**config.mk**
```make
export PLATFORM = sky130hd
export DESIGN_NAME = omc_mode_ctrl
export DESIGN_NICKNAME = d
export VERILOG_FILES = /design/src/hw/omc_pkg.sv /design/src/hw/omc_mode_ctrl.sv /design/src/hw/omc_cmd_gate.sv
export SDC_FILE = /design/constraint.sdc
export NUM_CORES = 1
export LEC_CHECK = 0
export ABC_AREA = 1
export BUFFER_PORTS_ARGS = -buffer_cell sky130_fd_sc_hd__buf_2
export CORE_AREA = 4 4 83 66
export DETAILED_ROUTE_END_ITERATION = 12
export DIE_AREA = 0 0 87 70
export PLACE_DENSITY = 0.87
export SYNTH_ARGS = -nofsm -noshare
export SYNTH_HDL_FRONTEND = slang
export SYNTH_HIERARCHICAL = 1
export SYNTH_SLANG_ARGS = --single-unit
```
**constraint.sdc**
```tcl
create_clock -name clk_i -period 2.79 [get_ports clk_i]
set_input_delay 0.1395 -clock clk_i [delete_from_list [all_inputs] [get_ports clk_i]]
set_output_delay 0.1395 -clock clk_i [all_outputs]
set_load 0.1 [all_outputs]
```
**src/hw/omc_pkg.sv**
```systemverilog
// Package: constants and types for the operating-mode controller
package omc_pkg;
   localparam int          OMC_ADDR_W        = 14;
   localparam logic [13:0] OMC_RESET_ADDR    = 14'h3FFD;
   localparam logic [13:0] OMC_JMP_OPND_HI   = 14'h3FFE;
   localparam logic [13:0] OMC_JMP_OPND_LO   = 14'h3FFF;
   localparam logic [13:0] OMC_IRQ_VECTOR    = 14'h3FF7;
   localparam logic [13:0] OMC_PC_STEP       = 14'h0001;
   localparam logic        OMC_INTERRUPT_VECTOR_MASK_NOVEC   = 1'b1;

   // Debug command classes as decoded by the serial front end
   typedef enum logic [2:0] {
      OMC_CMD_NONE     = 3'b000,
      OMC_CMD_MEM      = 3'b001,
      OMC_CMD_MEM_STAT = 3'b010,
      OMC_CMD_ENTER    = 3'b011,
      OMC_CMD_REG      = 3'b100,
      OMC_CMD_TRACE    = 3'b101,
      OMC_CMD_RESUME   = 3'b110,
      OMC_CMD_FRESET   = 3'b111
   } omc_cmd_type;

   typedef enum logic [2:0] {
      OMC_ST_RESET = 3'b000,
      OMC_ST_RUN   = 3'b001,
      OMC_ST_DEBUG = 3'b010,
      OMC_ST_WAIT  = 3'b011,
      OMC_ST_STOP  = 3'b100,
      OMC_ST_TRACE = 3'b101
   } omc_state_type;
endpackage : omc_pkg

```
**src/hw/omc_mode_ctrl.sv**
```systemverilog
// Operating-mode controller: run, debug, wait and stop sequencing
`timescale 1ns/1ps
//
// Contract
// - Mode pin high at reset release selects run mode.
// - Run mode starts execution at the fixed reset address.
// - No vector fetch; the reset address holds a jump with operand after it.
// - Mode pin low at power-on reset or after force-reset command gives debug mode.
// - Enter-debug command from host gives debug mode.
// - Halt-to-debug instruction gives debug mode.
// - Hardware breakpoint match gives debug mode.
// - In debug mode the CPU stays suspended, serving only debug commands.
// - Memory, memory-with-status and enter-debug commands work in run and debug.
// - Register access, trace and resume commands work only in debug mode.
// - Wait instruction stops the CPU clock and holds the program counter.
// - Mask set: pending flag ends wait, continue at next instruction.
// - Mask clear: pending flag saves next address, jumps to interrupt vector.
// - In wait only enter-debug, force-reset and status commands; status reports low-power error.
// - Enter-debug command during wait wakes into debug mode.
// - Wait keeps system clocks and clock generator running.
// - Stop halts system clocks, unless debug enable keeps them, while circuits stay powered.
// - Stop with stop enable clear forces an illegal-opcode reset.
module omc_mode_ctrl #(
   parameter int ADDR_W = omc_pkg::OMC_ADDR_W                      // Program counter width
) (
   input  wire logic                   clk_i,                      // Bus clock
   input  wire logic                   rst_i,                      // System reset, sync, high
   input  wire logic                   mode_pin_i,                 // Debug/mode-select pin level
   input  wire logic                   por_i,                      // Current reset is power-on
   input  wire logic                   exec_halt_i,                // Halt-to-debug instruction executed
   input  wire logic                   exec_wait_i,                // Wait instruction executed
   input  wire logic                   exec_stop_i,                // Stop instruction executed
   input  wire logic [ADDR_W-1:0]      exec_pc_i,                  // Address of executed instruction
   input  wire logic                   brk_match_i,                // Breakpoint match
   input  wire logic                   stop_enable_bit_i,          // Stop allowed
   input  wire logic                   interrupt_vector_mask_i,    // 1: no vectoring
   input  wire logic                   irq_pend_i,                 // Any pending flag set
   input  wire logic                   wake_async_i,               // Enabled async wake from stop
   input  wire logic                   debug_enable_i,             // Debug clocks kept alive in stop
   input  wire omc_pkg::omc_cmd_type   cmd_i,                      // Decoded debug command
   input  wire logic                   cmd_vld_i,                  // Command strobe
   input  wire logic                   trace_done_i,               // Traced instruction finished
   output logic                        cpu_run_o,                  // CPU clock enable
   output logic                        sys_clk_en_o,               // System clocks enabled
   output logic                        clkgen_en_o,                // Clock generator enabled
   output logic                        debug_active_o,             // In active debug mode
   output logic                        wait_o,                     // In wait mode
   output logic                        stop_o,                     // In stop mode
   output logic                        pc_load_o,                  // Load program counter (pulse)
   output logic [ADDR_W-1:0]           pc_val_o,                   // Program counter value to load
   output logic                        ira_load_o,                 // Load return address (pulse)
   output logic [ADDR_W-1:0]           interrupt_return_address_o, // Return address value
   output logic                        cmd_accept_o,               // Command carried out (pulse)
   output logic                        cmd_err_o,                  // Status error wait/stop (pulse)
   output logic                        illegal_rst_o,              // Illegal-opcode reset (pulse)
   output logic                        force_rst_o                 // Debug force reset (pulse)
);
   import omc_pkg::*;

   // ******************************************************************
   // Declarations
   // ******************************************************************
   omc_state_type     state_r;
   omc_state_type     state_nxt;
   logic              accept;
   logic              lowpwr;
   logic              fresh_dbg_r;
   logic [ADDR_W-1:0] held_pc_r;
   logic [ADDR_W-1:0] pc_nxt;
   logic              pc_load_nxt;
   logic              ira_load_nxt;
   logic              go_debug;

   function automatic logic [ADDR_W-1:0] next_addr(input logic [ADDR_W-1:0] a);
      next_addr = a + ADDR_W'(OMC_PC_STEP);
   endfunction : next_addr

   // ******************************************************************
   // Command gating
   // ******************************************************************
   omc_cmd_gate u_gate (
      .state_i   (state_r),
      .cmd_i     (cmd_i),
      .cmd_vld_i (cmd_vld_i),
      .accept_o  (accept),
      .lowpwr_o  (lowpwr)
   );

   // Debug entry from any running or low-power state
   assign go_debug = (accept && cmd_i == OMC_CMD_ENTER) ||
                     ((state_r == OMC_ST_RUN) && (exec_halt_i || brk_match_i));

   // ******************************************************************
   // Reset mode latch
   // ******************************************************************
   // Set on force-reset command only; pin sampled on the release edge.
   always_ff @(posedge clk_i) begin
      if (rst_i) begin
         fresh_dbg_r <= 1'b0;
      end else if (accept && cmd_i == OMC_CMD_FRESET) begin
         fresh_dbg_r <= 1'b1;
      end else if (state_r == OMC_ST_RESET) begin
         fresh_dbg_r <= 1'b0;
      end
   end

   // ******************************************************************
   // Next-state logic
   // ******************************************************************
   always_comb begin
      state_nxt    = state_r;
      pc_nxt       = held_pc_r;
      pc_load_nxt  = 1'b0;
      ira_load_nxt = 1'b0;
      case (state_r)
         OMC_ST_RESET: begin
            // Low pin only honoured for power-on or forced reset
            if (!mode_pin_i && (por_i || fresh_dbg_r)) begin
               state_nxt = OMC_ST_DEBUG;
            end else begin
               state_nxt = OMC_ST_RUN;
            end
            pc_nxt      = ADDR_W'(OMC_RESET_ADDR);
            pc_load_nxt = 1'b1;
         end
         OMC_ST_RUN: begin
            if (go_debug) begin
               state_nxt = OMC_ST_DEBUG;
               pc_nxt    = exec_pc_i;
            end else if (exec_wait_i) begin
               state_nxt = OMC_ST_WAIT;
               pc_nxt    = exec_pc_i;
            end else if (exec_stop_i && stop_enable_bit_i) begin
               state_nxt = OMC_ST_STOP;
               pc_nxt    = exec_pc_i;
            end
         end
         OMC_ST_WAIT, OMC_ST_STOP: begin
            if (go_debug) begin
               state_nxt = OMC_ST_DEBUG;
            end else if (irq_pend_i || (state_r == OMC_ST_STOP && wake_async_i)) begin
               state_nxt   = OMC_ST_RUN;
               pc_load_nxt = 1'b1;
               if (interrupt_vector_mask_i == OMC_INTERRUPT_VECTOR_MASK_NOVEC) begin
                  pc_nxt = next_addr(held_pc_r);
               end else begin
                  pc_nxt       = ADDR_W'(OMC_IRQ_VECTOR);
                  ira_load_nxt = 1'b1;
               end
            end
         end
         OMC_ST_DEBUG: begin
            if (accept && cmd_i == OMC_CMD_RESUME) begin
               state_nxt   = OMC_ST_RUN;
               pc_load_nxt = 1'b1;
            end else if (accept && cmd_i == OMC_CMD_TRACE) begin
               state_nxt = OMC_ST_TRACE;
            end
         end
         OMC_ST_TRACE: begin
            if (trace_done_i) begin
               state_nxt = OMC_ST_DEBUG;
               pc_nxt    = exec_pc_i;
            end
         end
         default: begin
            state_nxt = OMC_ST_RESET;
         end
      endcase
      // Forced reset overrides every mode except trace, so outputs never show a stale mode
      if (accept && cmd_i == OMC_CMD_FRESET) begin
         state_nxt    = OMC_ST_RESET;
         pc_load_nxt  = 1'b0;
         ira_load_nxt = 1'b0;
      end
   end

   // ******************************************************************
   // State and program counter registers
   // ******************************************************************
   always_ff @(posedge clk_i) begin
      if (rst_i) begin
         state_r <= OMC_ST_RESET;
      end else if (accept && cmd_i == OMC_CMD_FRESET) begin
         state_r <= OMC_ST_RESET;
      end else begin
         state_r <= state_nxt;
      end
   end

   always_ff @(posedge clk_i) begin
      if (rst_i) begin
         held_pc_r <= '0;
      end else begin
         held_pc_r <= pc_nxt;
      end
   end

   always_ff @(posedge clk_i) begin
      if (rst_i) begin
         pc_load_o <= 1'b0;
         pc_val_o  <= '0;
      end else begin
         pc_load_o <= pc_load_nxt;
         pc_val_o  <= pc_nxt;
      end
   end

   always_ff @(posedge clk_i) begin
      if (rst_i) begin
         ira_load_o                 <= 1'b0;
         interrupt_return_address_o <= '0;
      end else begin
         ira_load_o <= ira_load_nxt;
         if (ira_load_nxt) begin
            interrupt_return_address_o <= next_addr(held_pc_r);
         end
      end
   end

   // ******************************************************************
   // Mode and clock outputs
   // ******************************************************************
   always_ff @(posedge clk_i) begin
      if (rst_i) begin
         cpu_run_o      <= 1'b0;
         debug_active_o <= 1'b0;
         wait_o         <= 1'b0;
         stop_o         <= 1'b0;
      end else begin
         // CPU only clocked in run or single-step
         cpu_run_o      <= (state_nxt == OMC_ST_RUN) || (state_nxt == OMC_ST_TRACE);
         debug_active_o <= (state_nxt == OMC_ST_DEBUG) || (state_nxt == OMC_ST_TRACE);
         wait_o         <= (state_nxt == OMC_ST_WAIT);
         stop_o         <= (state_nxt == OMC_ST_STOP);
      end
   end

   always_ff @(posedge clk_i) begin
      if (rst_i) begin
         sys_clk_en_o <= 1'b1;
         clkgen_en_o  <= 1'b1;
      end else begin
         // Wait keeps everything running; stop halts them unless debug keeps them
         sys_clk_en_o <= (state_nxt != OMC_ST_STOP) || debug_enable_i;
         clkgen_en_o  <= (state_nxt != OMC_ST_STOP) || debug_enable_i;
      end
   end

   // ******************************************************************
   // Command answers and resets
   // ******************************************************************
   always_ff @(posedge clk_i) begin
      if (rst_i) begin
         cmd_accept_o  <= 1'b0;
         cmd_err_o     <= 1'b0;
         force_rst_o   <= 1'b0;
         illegal_rst_o <= 1'b0;
      end else begin
         cmd_accept_o  <= accept;
         cmd_err_o     <= lowpwr;
         force_rst_o   <= accept && (cmd_i == OMC_CMD_FRESET);
         illegal_rst_o <= (state_r == OMC_ST_RUN) && !go_debug && !exec_wait_i &&
                          exec_stop_i && !stop_enable_bit_i;
      end
   end
endmodule : omc_mode_ctrl

```
**src/hw/omc_cmd_gate.sv**
```systemverilog
// Command gate: decides which debug commands are accepted in each mode
`timescale 1ns/1ps
module omc_cmd_gate (
   input  wire omc_pkg::omc_state_type state_i,    // Current operating mode
   input  wire omc_pkg::omc_cmd_type   cmd_i,      // Command class
   input  wire logic                   cmd_vld_i,  // Command strobe
   output logic                        accept_o,   // Command carried out
   output logic                        lowpwr_o    // Status error: wait or stop
);
   import omc_pkg::*;

   always_comb begin
      accept_o = 1'b0;
      lowpwr_o = 1'b0;
      if (cmd_vld_i) begin
         case (state_i)
            OMC_ST_RUN: begin
               accept_o = (cmd_i == OMC_CMD_MEM) || (cmd_i == OMC_CMD_MEM_STAT) ||
                          (cmd_i == OMC_CMD_ENTER) || (cmd_i == OMC_CMD_FRESET);
            end
            OMC_ST_DEBUG: begin
               accept_o = (cmd_i != OMC_CMD_NONE);
            end
            OMC_ST_WAIT, OMC_ST_STOP: begin
               // Status commands answer with an error and touch no memory
               accept_o = (cmd_i == OMC_CMD_ENTER) || (cmd_i == OMC_CMD_FRESET);
               lowpwr_o = (cmd_i == OMC_CMD_MEM_STAT);
            end
            default: begin
               accept_o = 1'b0;
            end
         endcase
      end
   end
endmodule : omc_cmd_gate

```
== Word-level counts from Yosys, hierarchy flattened ==
Cells that the tools add are included.

* $add $sub $neg: 1
* Equal/unequal tests: 21
* Mux-type cells: 32
* Bitwise logic cells: 2
* Reductions and logical operators: 35

{| class="wikitable"
|+ Operators with widths
! cell !! number
|-
| 2-to-1 mux 14 bit || 7
|-
| one-hot mux 14 bit (4 select lines) || 1
|-
| 2-to-1 mux 3 bit || 9
|-
| equality test 3 bit (second input constant) || 7
|-
| equality test 3 x 2 -> 1 bit (second input constant) || 6
|-
| one-hot mux 3 bit (5 select lines) || 1
|-
| adder 14 x 1 -> 14 bit (second input constant) || 1
|-
| logical AND 1 bit || 12
|-
| logical OR 1 bit || 11
|-
| 2-to-1 mux 1 bit || 11
|-
| equality test 3 x 1 -> 1 bit (second input constant) || 3
|-
| != test 2 bit (second input constant) || 3
|-
| one-hot mux 1 bit (3 select lines) || 2
|-
| AND reduction 5 bit || 1
|-
| logical NOT 1 bit || 4
|-
| != test 4 x 3 -> 1 bit (second input constant) || 1
|-
| nonzero test 4 bit || 1
|-
| OR reduction 2 bit || 2
|-
| logical NOT 3 bit || 1
|-
| != test 3 bit (second input constant) || 1
|-
| nonzero test 3 bit || 1
|-
| OR reduction 3 bit || 1
|-
| 2-to-1 mux 2 bit || 1
|-
| inverter 1 bit || 2
|-
| nonzero test 2 bit || 1
|}

* Register bits: 43
* Input port bits: 32
* Output and inout port bits: 40
* Word-level logic and storage cells: 106

== Depth between registers and ports, before layout ==
Gate-level depths: netlist (run 1).

* Depth after elaboration: 13
* Mapped depth: 18
* Mapped depth without buffers: 18

== Cells and area by module ==
Netlist (run 1), hierarchy kept.

{| class="wikitable"
|+ By module, submodules not included
! module !! times used !! cells each !! area an instance (um^2) !! seq. area each (um^2)
|-
| omc_mode_ctrl || 1 || 386 || 2448.6 || 860.8
|-
| omc_cmd_gate || 1 || 20 || 91.3 || 0.0
|}

== Least setup slack after synthesis (run 1) ==
Ideal clock, no wire load.

* Kind: flip-flop to flip-flop
* Start point: register pc_val_o[0] (netlist name)
* End point: register pc_val_o[8]
* Setup time: 0.117 ns
* Data arrival time: 2.152 ns
* Data required time: 2.673 ns
* Path slack: 0.521 ns
* Cell stages (with the launch flop): 11
* Path buffers: 0
* Clock period less this slack: 2.269 ns
* Cell sequence: dfxtp_1 -> ha_1 -> nand2_1 -> nor2_1 -> nand2_1 -> nand2_1 -> nand2_1 -> o21ai_0 -> nand2_1 -> nor2_1 -> nor2_1

{| class="wikitable"
|+ RTL lines
! what !! RTL line !! text
|-
| end signal: assignment || omc_mode_ctrl.sv:205 || <nowiki>pc_val_o <= pc_nxt;</nowiki>
|-
| end: declaration || omc_mode_ctrl.sv:50 || <nowiki>output logic [ADDR_W-1:0] pc_val_o,</nowiki>
|}

== Worst setup path after layout (run 1) ==
* Start point: register state_r[1]
* End point: register pc_val_o[12]

* Cells in the longest elaborated chain, start to end: 8
* Elaborated cells on any way between the ends: 22
* Those cells by class: eq/ne: 9; mux: 4; reduce/logical: 9

{| class="wikitable"
|+ Ends and longest elaborated chain
! what !! RTL line !! text
|-
| start: declaration || omc_mode_ctrl.sv:63 || <nowiki>omc_state_type state_r;</nowiki>
|-
| start signal: assignment || omc_mode_ctrl.sv:187 || <nowiki>state_r <= state_nxt;</nowiki>
|-
| equality test 3 bit or equality test 3 x 2 -> 1 bit (tied branches) || omc_cmd_gate.sv:16 || <nowiki>case (state_i)</nowiki>
|-
| OR reduction 2 bit || omc_cmd_gate.sv:16 ||
|-
| one-hot mux 1 bit (3 select lines) * || omc_cmd_gate.sv:16 ||
|-
| 2-to-1 mux 1 bit * || omc_cmd_gate.sv:15 || <nowiki>if (cmd_vld_i) begin</nowiki>
|-
| via accept || omc_mode_ctrl.sv:65 || <nowiki>logic accept;</nowiki>
|-
| logical AND 1 bit * || omc_mode_ctrl.sv:90 || <nowiki>assign go_debug = (accept && cmd_i == OMC_CMD_ENTER) ||</nowiki>
|-
| logical OR 1 bit * || omc_mode_ctrl.sv:90 ||
|-
| != test 4 x 3 -> 1 bit (no line) (tied with other cells) || -- ||
|-
| AND reduction 5 bit (no line) or one-hot mux 14 bit (4 select lines) (tied branches) || -- ||
|}

Mark *: on every way through the listed nets, which the timed path passes. The rest lies on a longest branch.
A chain may end at the register's enable or synchronous reset.

==> run_results.csv, run 1 <==
group,metric,value,unit
clock_network,clock_latency,0.30,ns
global_route,antenna_found_initial,0,
worst_setup_path,r2r_slack,0.34,ns
clock_network,numCtsBuffers,5,
clock_network,cts-resized-gates,0,
routing,vias,2794,
final_layout,antennaDiodeCount,0,
power,irDropWorstVdd,472,uV
clock_network,cts_setup_buffers,0,
die,die_area,6090,sq um
final_layout,layout_common_cells,"nand2_1, nor2_1, buf_2",
synth,ys_ff_latch,43,
die,initial_core_util,54.0,%
power,power_density,977,nW/um^2
timing,min_period,2.45,ns
timing,timing.final.ws_setup,0.344,ns
synth,synth_edf_count,0,
clock_network,ctsHoldBuffers,0,
worst_setup_path,timing.rr.start,"state_r[1]",
global_route,grt_pass1_vias,2383,
timing,rsz0062_at_grt,"no",
synth,synth_cell_types,36,
timing,finClkSkew,0.00888,ns
timing,worstMarginPinSlew,0.715,ns
timing,setup_viol_count_final,0,
placed_design,port_buffers,71,
synth,seq_area_frac_synth,33.9,%
routing,antenna_left,0,
power,comb_power_share,56.1,%
die,pin_count,72,
power,power_switching,1.67,mW
power,power.share.clock,13.8,%
worst_setup_path,setup.worst_path.end_class,"flop",
global_route,grt_max_degree,28,
routing,drc,0,
final_layout,synthToLayoutAreaGrowth,16.6,%
worst_setup_path,required,2.99,ns
clock_network,cts_tree,"done",
worst_setup_path,arrival,2.65,ns
worst_setup_path,path_max_fanout,22,
timing,hold_violations,0,
global_route,grt-ovfl-total,0,
die,rows,22,
die,die_h,70,microns
die,die_w,87,microns
worst_setup_path,path_class,"reg2reg",
clock_network,cts.htree.levels,2,
clock_network,ctsLongestPathBuffers,2,
timing,max_freq,0.409,GHz
power,total_leakage_power,1.58,nW
power,p_seq_share,30.1,%
clock_network,clk_pin_slew,0.09,ns
worst_setup_path,timing.rr.end,"pc_val_o[12]",
synth,synth-async-reset-ratio,0,%
power,intPower,1.22,mW
timing,slew_headroom,52.3,%
clock_network,numClockSinks,43,
routing,drt_iter0_markers,323,
synth,yosysWarnings,6,
timing,final_max_slew_viol_count,0,
min_path,holdPathStages,2,
power,swShare,57.9,%
min_path,hold_end,"illegal_rst_o",
final_layout,fin_area,2960,sq um
routing,totalWireLength,6950,microns
min_path,hold_start,"exec_wait_i",
timing,fin_tns_setup,0,ns
routing,routedWlPerCell,13.1,microns
placed_design,placed_cell_area,2870,sq um
routing,dr.pass1.iters,6,
min_path,min_path_type,"in2reg",
clock_network,cts_root_buf,"clkbuf_8",
global_route,grt_pass1_wl,11300,microns
timing,period_share,87.7,%
run_status,status,"finished clean",
die,core-area,4710,sq um
worst_setup_path,r2r_cells,15,
placed_design,hpwlAfterDp,5300,microns
routing,via_per_inst,5.25,
placed_design,gp_congestion,0.939,
global_route,grt.total_usage,22.9,%
synth,syn_inst,406,
final_layout,final_nets,504,
synth,synthFlopType,"dfxtp_1",
job,drv_cap,0,
final_layout,final_common_cell,"nand2_1",
power,power,2.89,mW
synth,avgSynthCellArea,6.26,sq um
placed_design,pre_cts_ws,0.355,ns
final_layout,drive_gt1_share,21.6,%
worst_setup_path,critPathLaunchType,"flop",
final_layout,nFillCells,463,
synth,syn_area,2540,sq um
synth,synth_nets,439,
==> registers in the layout, summed over array words and instances, names as in the netlist <==
| signal | count |
|---|---|
| fresh_dbg_r | 1 |
| interrupt_return_address_o | 14 |
| state_r | 3 |
| pc_load_o | 1 |
| clkgen_en_o | 1 |
| pc_val_o | 14 |
| cmd_accept_o | 1 |
| debug_active_o | 1 |
| stop_o | 1 |
| wait_o | 1 |
| ira_load_o | 1 |
| illegal_rst_o | 1 |
| force_rst_o | 1 |
| cmd_err_o | 1 |
| cpu_run_o | 1 |
==> per-stage QoR <==
stage / utilization, % / cells / hold WS (ns)
6_report: 62.9 / 532 / 0.0500
5_1_grt: 62.9 / 532 / 0.0498
4_1_cts: 62.9 / 532 / 0.0430
3_5_place_dp: 61.1 / 524 / 0.356
3_3_place_gp: 61.1 / 524 / 0.357
2_1_floorplan: - / 406 / 0.216
==> cell type report <==
class	count	area [sq um]	area share [%]
Sequential cell	43	862	29.1
Clock buffer	6	72.6	2.45
Inverter	50	190	6.42
Timing Repair Buffer	71	355	12.0
Multi-Input combinational cell	300	1390	47.0
Tap cell	60	75.1	2.54
Clock inverter	2	12.5	0.423
==> worst max-delay path, cell delays in order (launching register included) <==
cell and delay [ns]:
dfxtp_1 0.63, nor2_2 0.10, nor2_2 0.13, nor2_2 0.04, nand2_1 0.07, nor2_2 0.05, nand2_1 0.07, inv_1 0.05
nand2_1 0.16, nand2_2 0.11, a21oi_2 0.14, nand2_1 0.10, nor2_4 0.43, nand2_1 0.11, nor2_1 0.11, nor2_1 0.05
==> cells by family after synthesis <==
| group | after synthesis | share of synthesized area (%) |
|---|---|---|
| xor gates and xnor gates | 4 | 1.38 |
| and+or+nand+nor | 233 | 40.1 |
| buffers and inverters | 63 | 11.3 |
| adders and majority gates | 1 | 0.493 |
| AOI/OAI and AO/OA | 62 | 12.8 |
| DFF | 43 | 33.9 |
==> synthesized netlist by cell type, types with 3 or more instances <==
| cell | instances | area (sq um) |
|---|---|---|
| buf_6 | 4 | 45.0 |
| nand4_1 | 6 | 37.5 |
| nand2_1 | 95 | 357 |
| nor2_2 | 6 | 37.5 |
| inv_1 | 44 | 165 |
| clkbuf_1 | 4 | 15.0 |
| nand3_2 | 3 | 30.0 |
| inv_2 | 4 | 15.0 |
| nor2_1 | 83 | 312 |
| nand3_1 | 24 | 120 |
| nand2_2 | 3 | 18.8 |
| dfxtp_1 | 43 | 861 |
| a21oi_1 | 22 | 110 |
| o21ai_0 | 28 | 140 |
| nor3_1 | 7 | 35.0 |
| o21ai_1 | 7 | 35.0 |
| xor2_1 | 4 | 35.0 |
==> how the worst max path moves through the flow <==
| stage | start | to | slack [ns] | cells past startpoint |
|---|---|---|---|---|
| final | state_r[1] | pc_val_o[12] | 0.34 | 15 |
| after global routing | state_r[1] | interrupt_return_address_o[3] | 0.08 | 14 |
| after global placement | state_r[1] | pc_val_o[12] | 0.50 | 15 |
| after detailed placement | state_r[2] | pc_val_o[1] | 0.36 | 13 |
| after CTS | state_r[2] | pc_val_o[1] | 0.33 | 13 |
| after floorplan | pc_val_o[0] | pc_val_o[8] | 0.52 | 10 |
==> power by group through the flow <==
stage,logic (mW),registers [mW],clock network [mW]
detailed placement,1.61,0.879,0
CTS,1.61,0.865,0.395
finish,1.62,0.871,0.398
global placement,1.59,0.877,0
floorplan,0.653,1.57,0
global route,1.74,0.890,0.422
==> metal layers <==
metal,wire (microns),track usage (%)
met1,3400,36.9
met2,2740,31.0
met3,756,3.89
met4,57,4.84
met5,0,0
Note: power is estimated with default switching activity, not from simulation.
==> inputs of run 2 (changes only) <==
--- a/config.mk
+++ b/config.mk
@@ -10,7 +10,7 @@
 export CORE_AREA = 4 4 83 66
 export DETAILED_ROUTE_END_ITERATION = 12
 export DIE_AREA = 0 0 87 70
-export PLACE_DENSITY = 0.87
+export PLACE_DENSITY = 0.84
 export SYNTH_ARGS = -nofsm -noshare
 export SYNTH_HDL_FRONTEND = slang
 export SYNTH_HIERARCHICAL = 1
==> run 2 against run 1 <==
Clock power grew 25%; power grew 3.6%; core utilization grew 0.74 points; routed wire length shrank 1.0%; via count grew 0.54%; cell area grew 1.2%; flip-flop and latch count is the same; critical path depth is the same; first-iteration DRC count shrank 1.2%.
==> run_results.csv, run 2 (synthesis results as in run 1) <==
group,metric,value,unit
min_path,min_path_type,"in2reg",
placed_design,port_buffers,71,
routing,via_per_inst,5.27,
routing,wl_met1,3180,microns
die,die_w,87,microns
timing,rsz0062_at_grt,"no",
power,p_seq_share,29.0,%
timing,fin_tns_setup,0,ns
worst_setup_path,critPathMaxStageDelay,0.64,ns
min_path,holdPathStages,2,
final_layout,final_nets,505,
timing,final_max_slew_viol_count,0,
timing,min_period,2.47,ns
global_route,grt_pass1_wl,11200,microns
routing,drt_iter0_markers,319,
power,irDropWorstVdd,482,uV
final_layout,reg.largest.list,"interrupt_return_address_o (14), pc_val_o (14), state_r (3)",
routing,totalWireLength,6880,microns
min_path,hold_start,"exec_wait_i",
timing,period_share,88.5,%
clock_network,cts_root_buf,"clkbuf_8",
power,total_leakage_power,1.60,nW
final_layout,antennaDiodeCount,0,
worst_setup_path,cp_common_cell,"nand2_1",
power,swShare,56.3,%
placed_design,hpwlAfterDp,5260,microns
clock_network,numClockSinks,43,
worst_setup_path,path_cells,"nor2_2 > nor2_2 > nor2_2 > nand2_1 > nor2_2 > nand2_1 > inv_1 > nand2_1 > nand2_2 > a21oi_2 > nand2_1 > nor2_4 > nand2_1 > nor2_1 > nor2_1",
power,power.share.clock,16.7,%
routing,top_layer,"met4",
worst_setup_path,setup.worst_path.end_class,"flop",
worst_setup_path,path_max_fanout,22,
routing,antenna_left,0,
final_layout,fin_area,3000,sq um
clock_network,cts_tree,"done",
timing,setup_viol_count_final,0,
clock_network,cts.htree.levels,2,
timing,timing.final.ws_setup,0.320,ns
final_layout,final_core_util,63.6,%
placed_design,gp_congestion,0.992,
routing,vias,2809,
routing,drc,0,
routing,wl_met3,804,microns
die,die_h,70,microns
final_layout,drive_gt1_share,22.0,%
die,rows,22,
clock_network,cts_setup_buffers,0,
die,initial_core_util,54.0,%
die,core-area,4710,sq um
worst_setup_path,crit_slowest_cell,"dfxtp_1",
routing,routedWlPerCell,12.9,microns
worst_setup_path,r2r_cells,15,
global_route,grt-ovfl-total,0,
global_route,antenna_found_initial,0,
power,comb_power_share,54.4,%
global_route,grt_pass1_vias,2419,
final_layout,final_common_cell,"nand2_1",
die,die_area,6090,sq um
timing,finClkSkew,0.0161,ns
worst_setup_path,r2r_slack,0.32,ns
worst_setup_path,path_class,"reg2reg",
clock_network,numCtsBuffers,5,
worst_setup_path,timing.rr.start,"state_r[1]",
job,drv_cap,0,
clock_network,clk_pin_slew,0.10,ns
worst_setup_path,required,2.99,ns
timing,max_freq,0.405,GHz
routing,dr.pass1.iters,7,
placed_design,pre_cts_ws,0.313,ns
worst_setup_path,arrival,2.67,ns
clock_network,ctsHoldBuffers,0,
final_layout,layout_common_cells,"nand2_1, nor2_1, buf_2",
worst_setup_path,timing.rr.end,"pc_val_o[12]",
routing,route.met2.wl,2760,microns
die,pin_count,72,
timing,worstMarginPinSlew,0.707,ns
global_route,grt.total_usage,23.0,%
worst_setup_path,critPathLaunchType,"flop",
clock_network,clock_latency,0.31,ns
power,power,3.00,mW
final_layout,synthToLayoutAreaGrowth,17.9,%
timing,slew_headroom,52.8,%
clock_network,ctsLongestPathBuffers,2,
min_path,hold_end,"illegal_rst_o",
timing,hold_violations,0,
power,power_switching,1.69,mW
run_status,status,"finished clean",
power,power_density,1000,nW/um^2
global_route,grt_max_degree,28,
placed_design,placed_cell_area,2880,sq um
power,intPower,1.31,mW
[run 2: cell types whose count changed in the layout (fill, tap and decap cells not counted), sizes merged]
cell | previous run | this run
clkinvlp | 1 | 0
buf | 71 | 72
clkbuf | 6 | 5
bufinv | 0 | 1
clkinv | 2 | 3
[run 2: final cells by class]
class / count / area, sq um
Clock buffer: 5 / 68.8
Clock inverter: 3 / 43.8
Fill cell: 457 / 1710
Inverter: 50 / 190
Multi-Input combinational cell: 300 / 1390
Sequential cell: 43 / 862
Tap cell: 60 / 75.1
Timing Repair Buffer: 72 / 363
[run 2: power groups by stage]
stage / Sequential, mW / Combinational, mW / Clock, mW
after floorplan: 1.57 / 0.653 / 0
after global placement: 0.877 / 1.60 / 0
after CTS: 0.865 / 1.61 / 0.502
after detailed placement: 0.878 / 1.61 / 0
final: 0.868 / 1.63 / 0.499
after global routing: 0.888 / 1.75 / 0.525
[run 2: how the worst max path moves through the flow]
stage	from	end	slack [ns]	cells past startpoint
3_5_place_dp	state_r[2]	pc_val_o[12]	0.31	13
4_1_cts	state_r[2]	pc_val_o[12]	0.30	13
5_1_grt	state_r[1]	pc_val_o[11]	0.02	17
3_3_place_gp	state_r[2]	pc_val_o[12]	0.47	15
6_report	state_r[1]	pc_val_o[12]	0.32	15
2_1_floorplan	pc_val_o[0]	pc_val_o[8]	0.52	10
[run 2: stage by stage]
step	cells	hold WS (ns)
after floorplan	406	0.216
after global placement	525	0.363
after detailed placement	525	0.364
after CTS	533	0.0422
after global routing	533	0.0549
final	533	0.0364
[run 2: repair_timing]
action | CTS | global route
gates resized for setup | 0 | 1
endpoints found under the setup margin | 0 | 1
hold endpoints to repair | 0 | 0
[run 2: critical path: cells and delay by family (launching register included)]
kind                   cells  cell delay [ns]
buffers and inverters      1             0.04
and+or+nand+nor           13             1.55
AOI/OAI and AO/OA          1             0.15
DFF                        1             0.64
[run 2: metal layers]
metal	vias to the layer above	track usage (%)
met2	146	33.0
met1	1225	33.8
met3	15	4.25
met4	0	8.13
met5	-	0
li1	1423	-
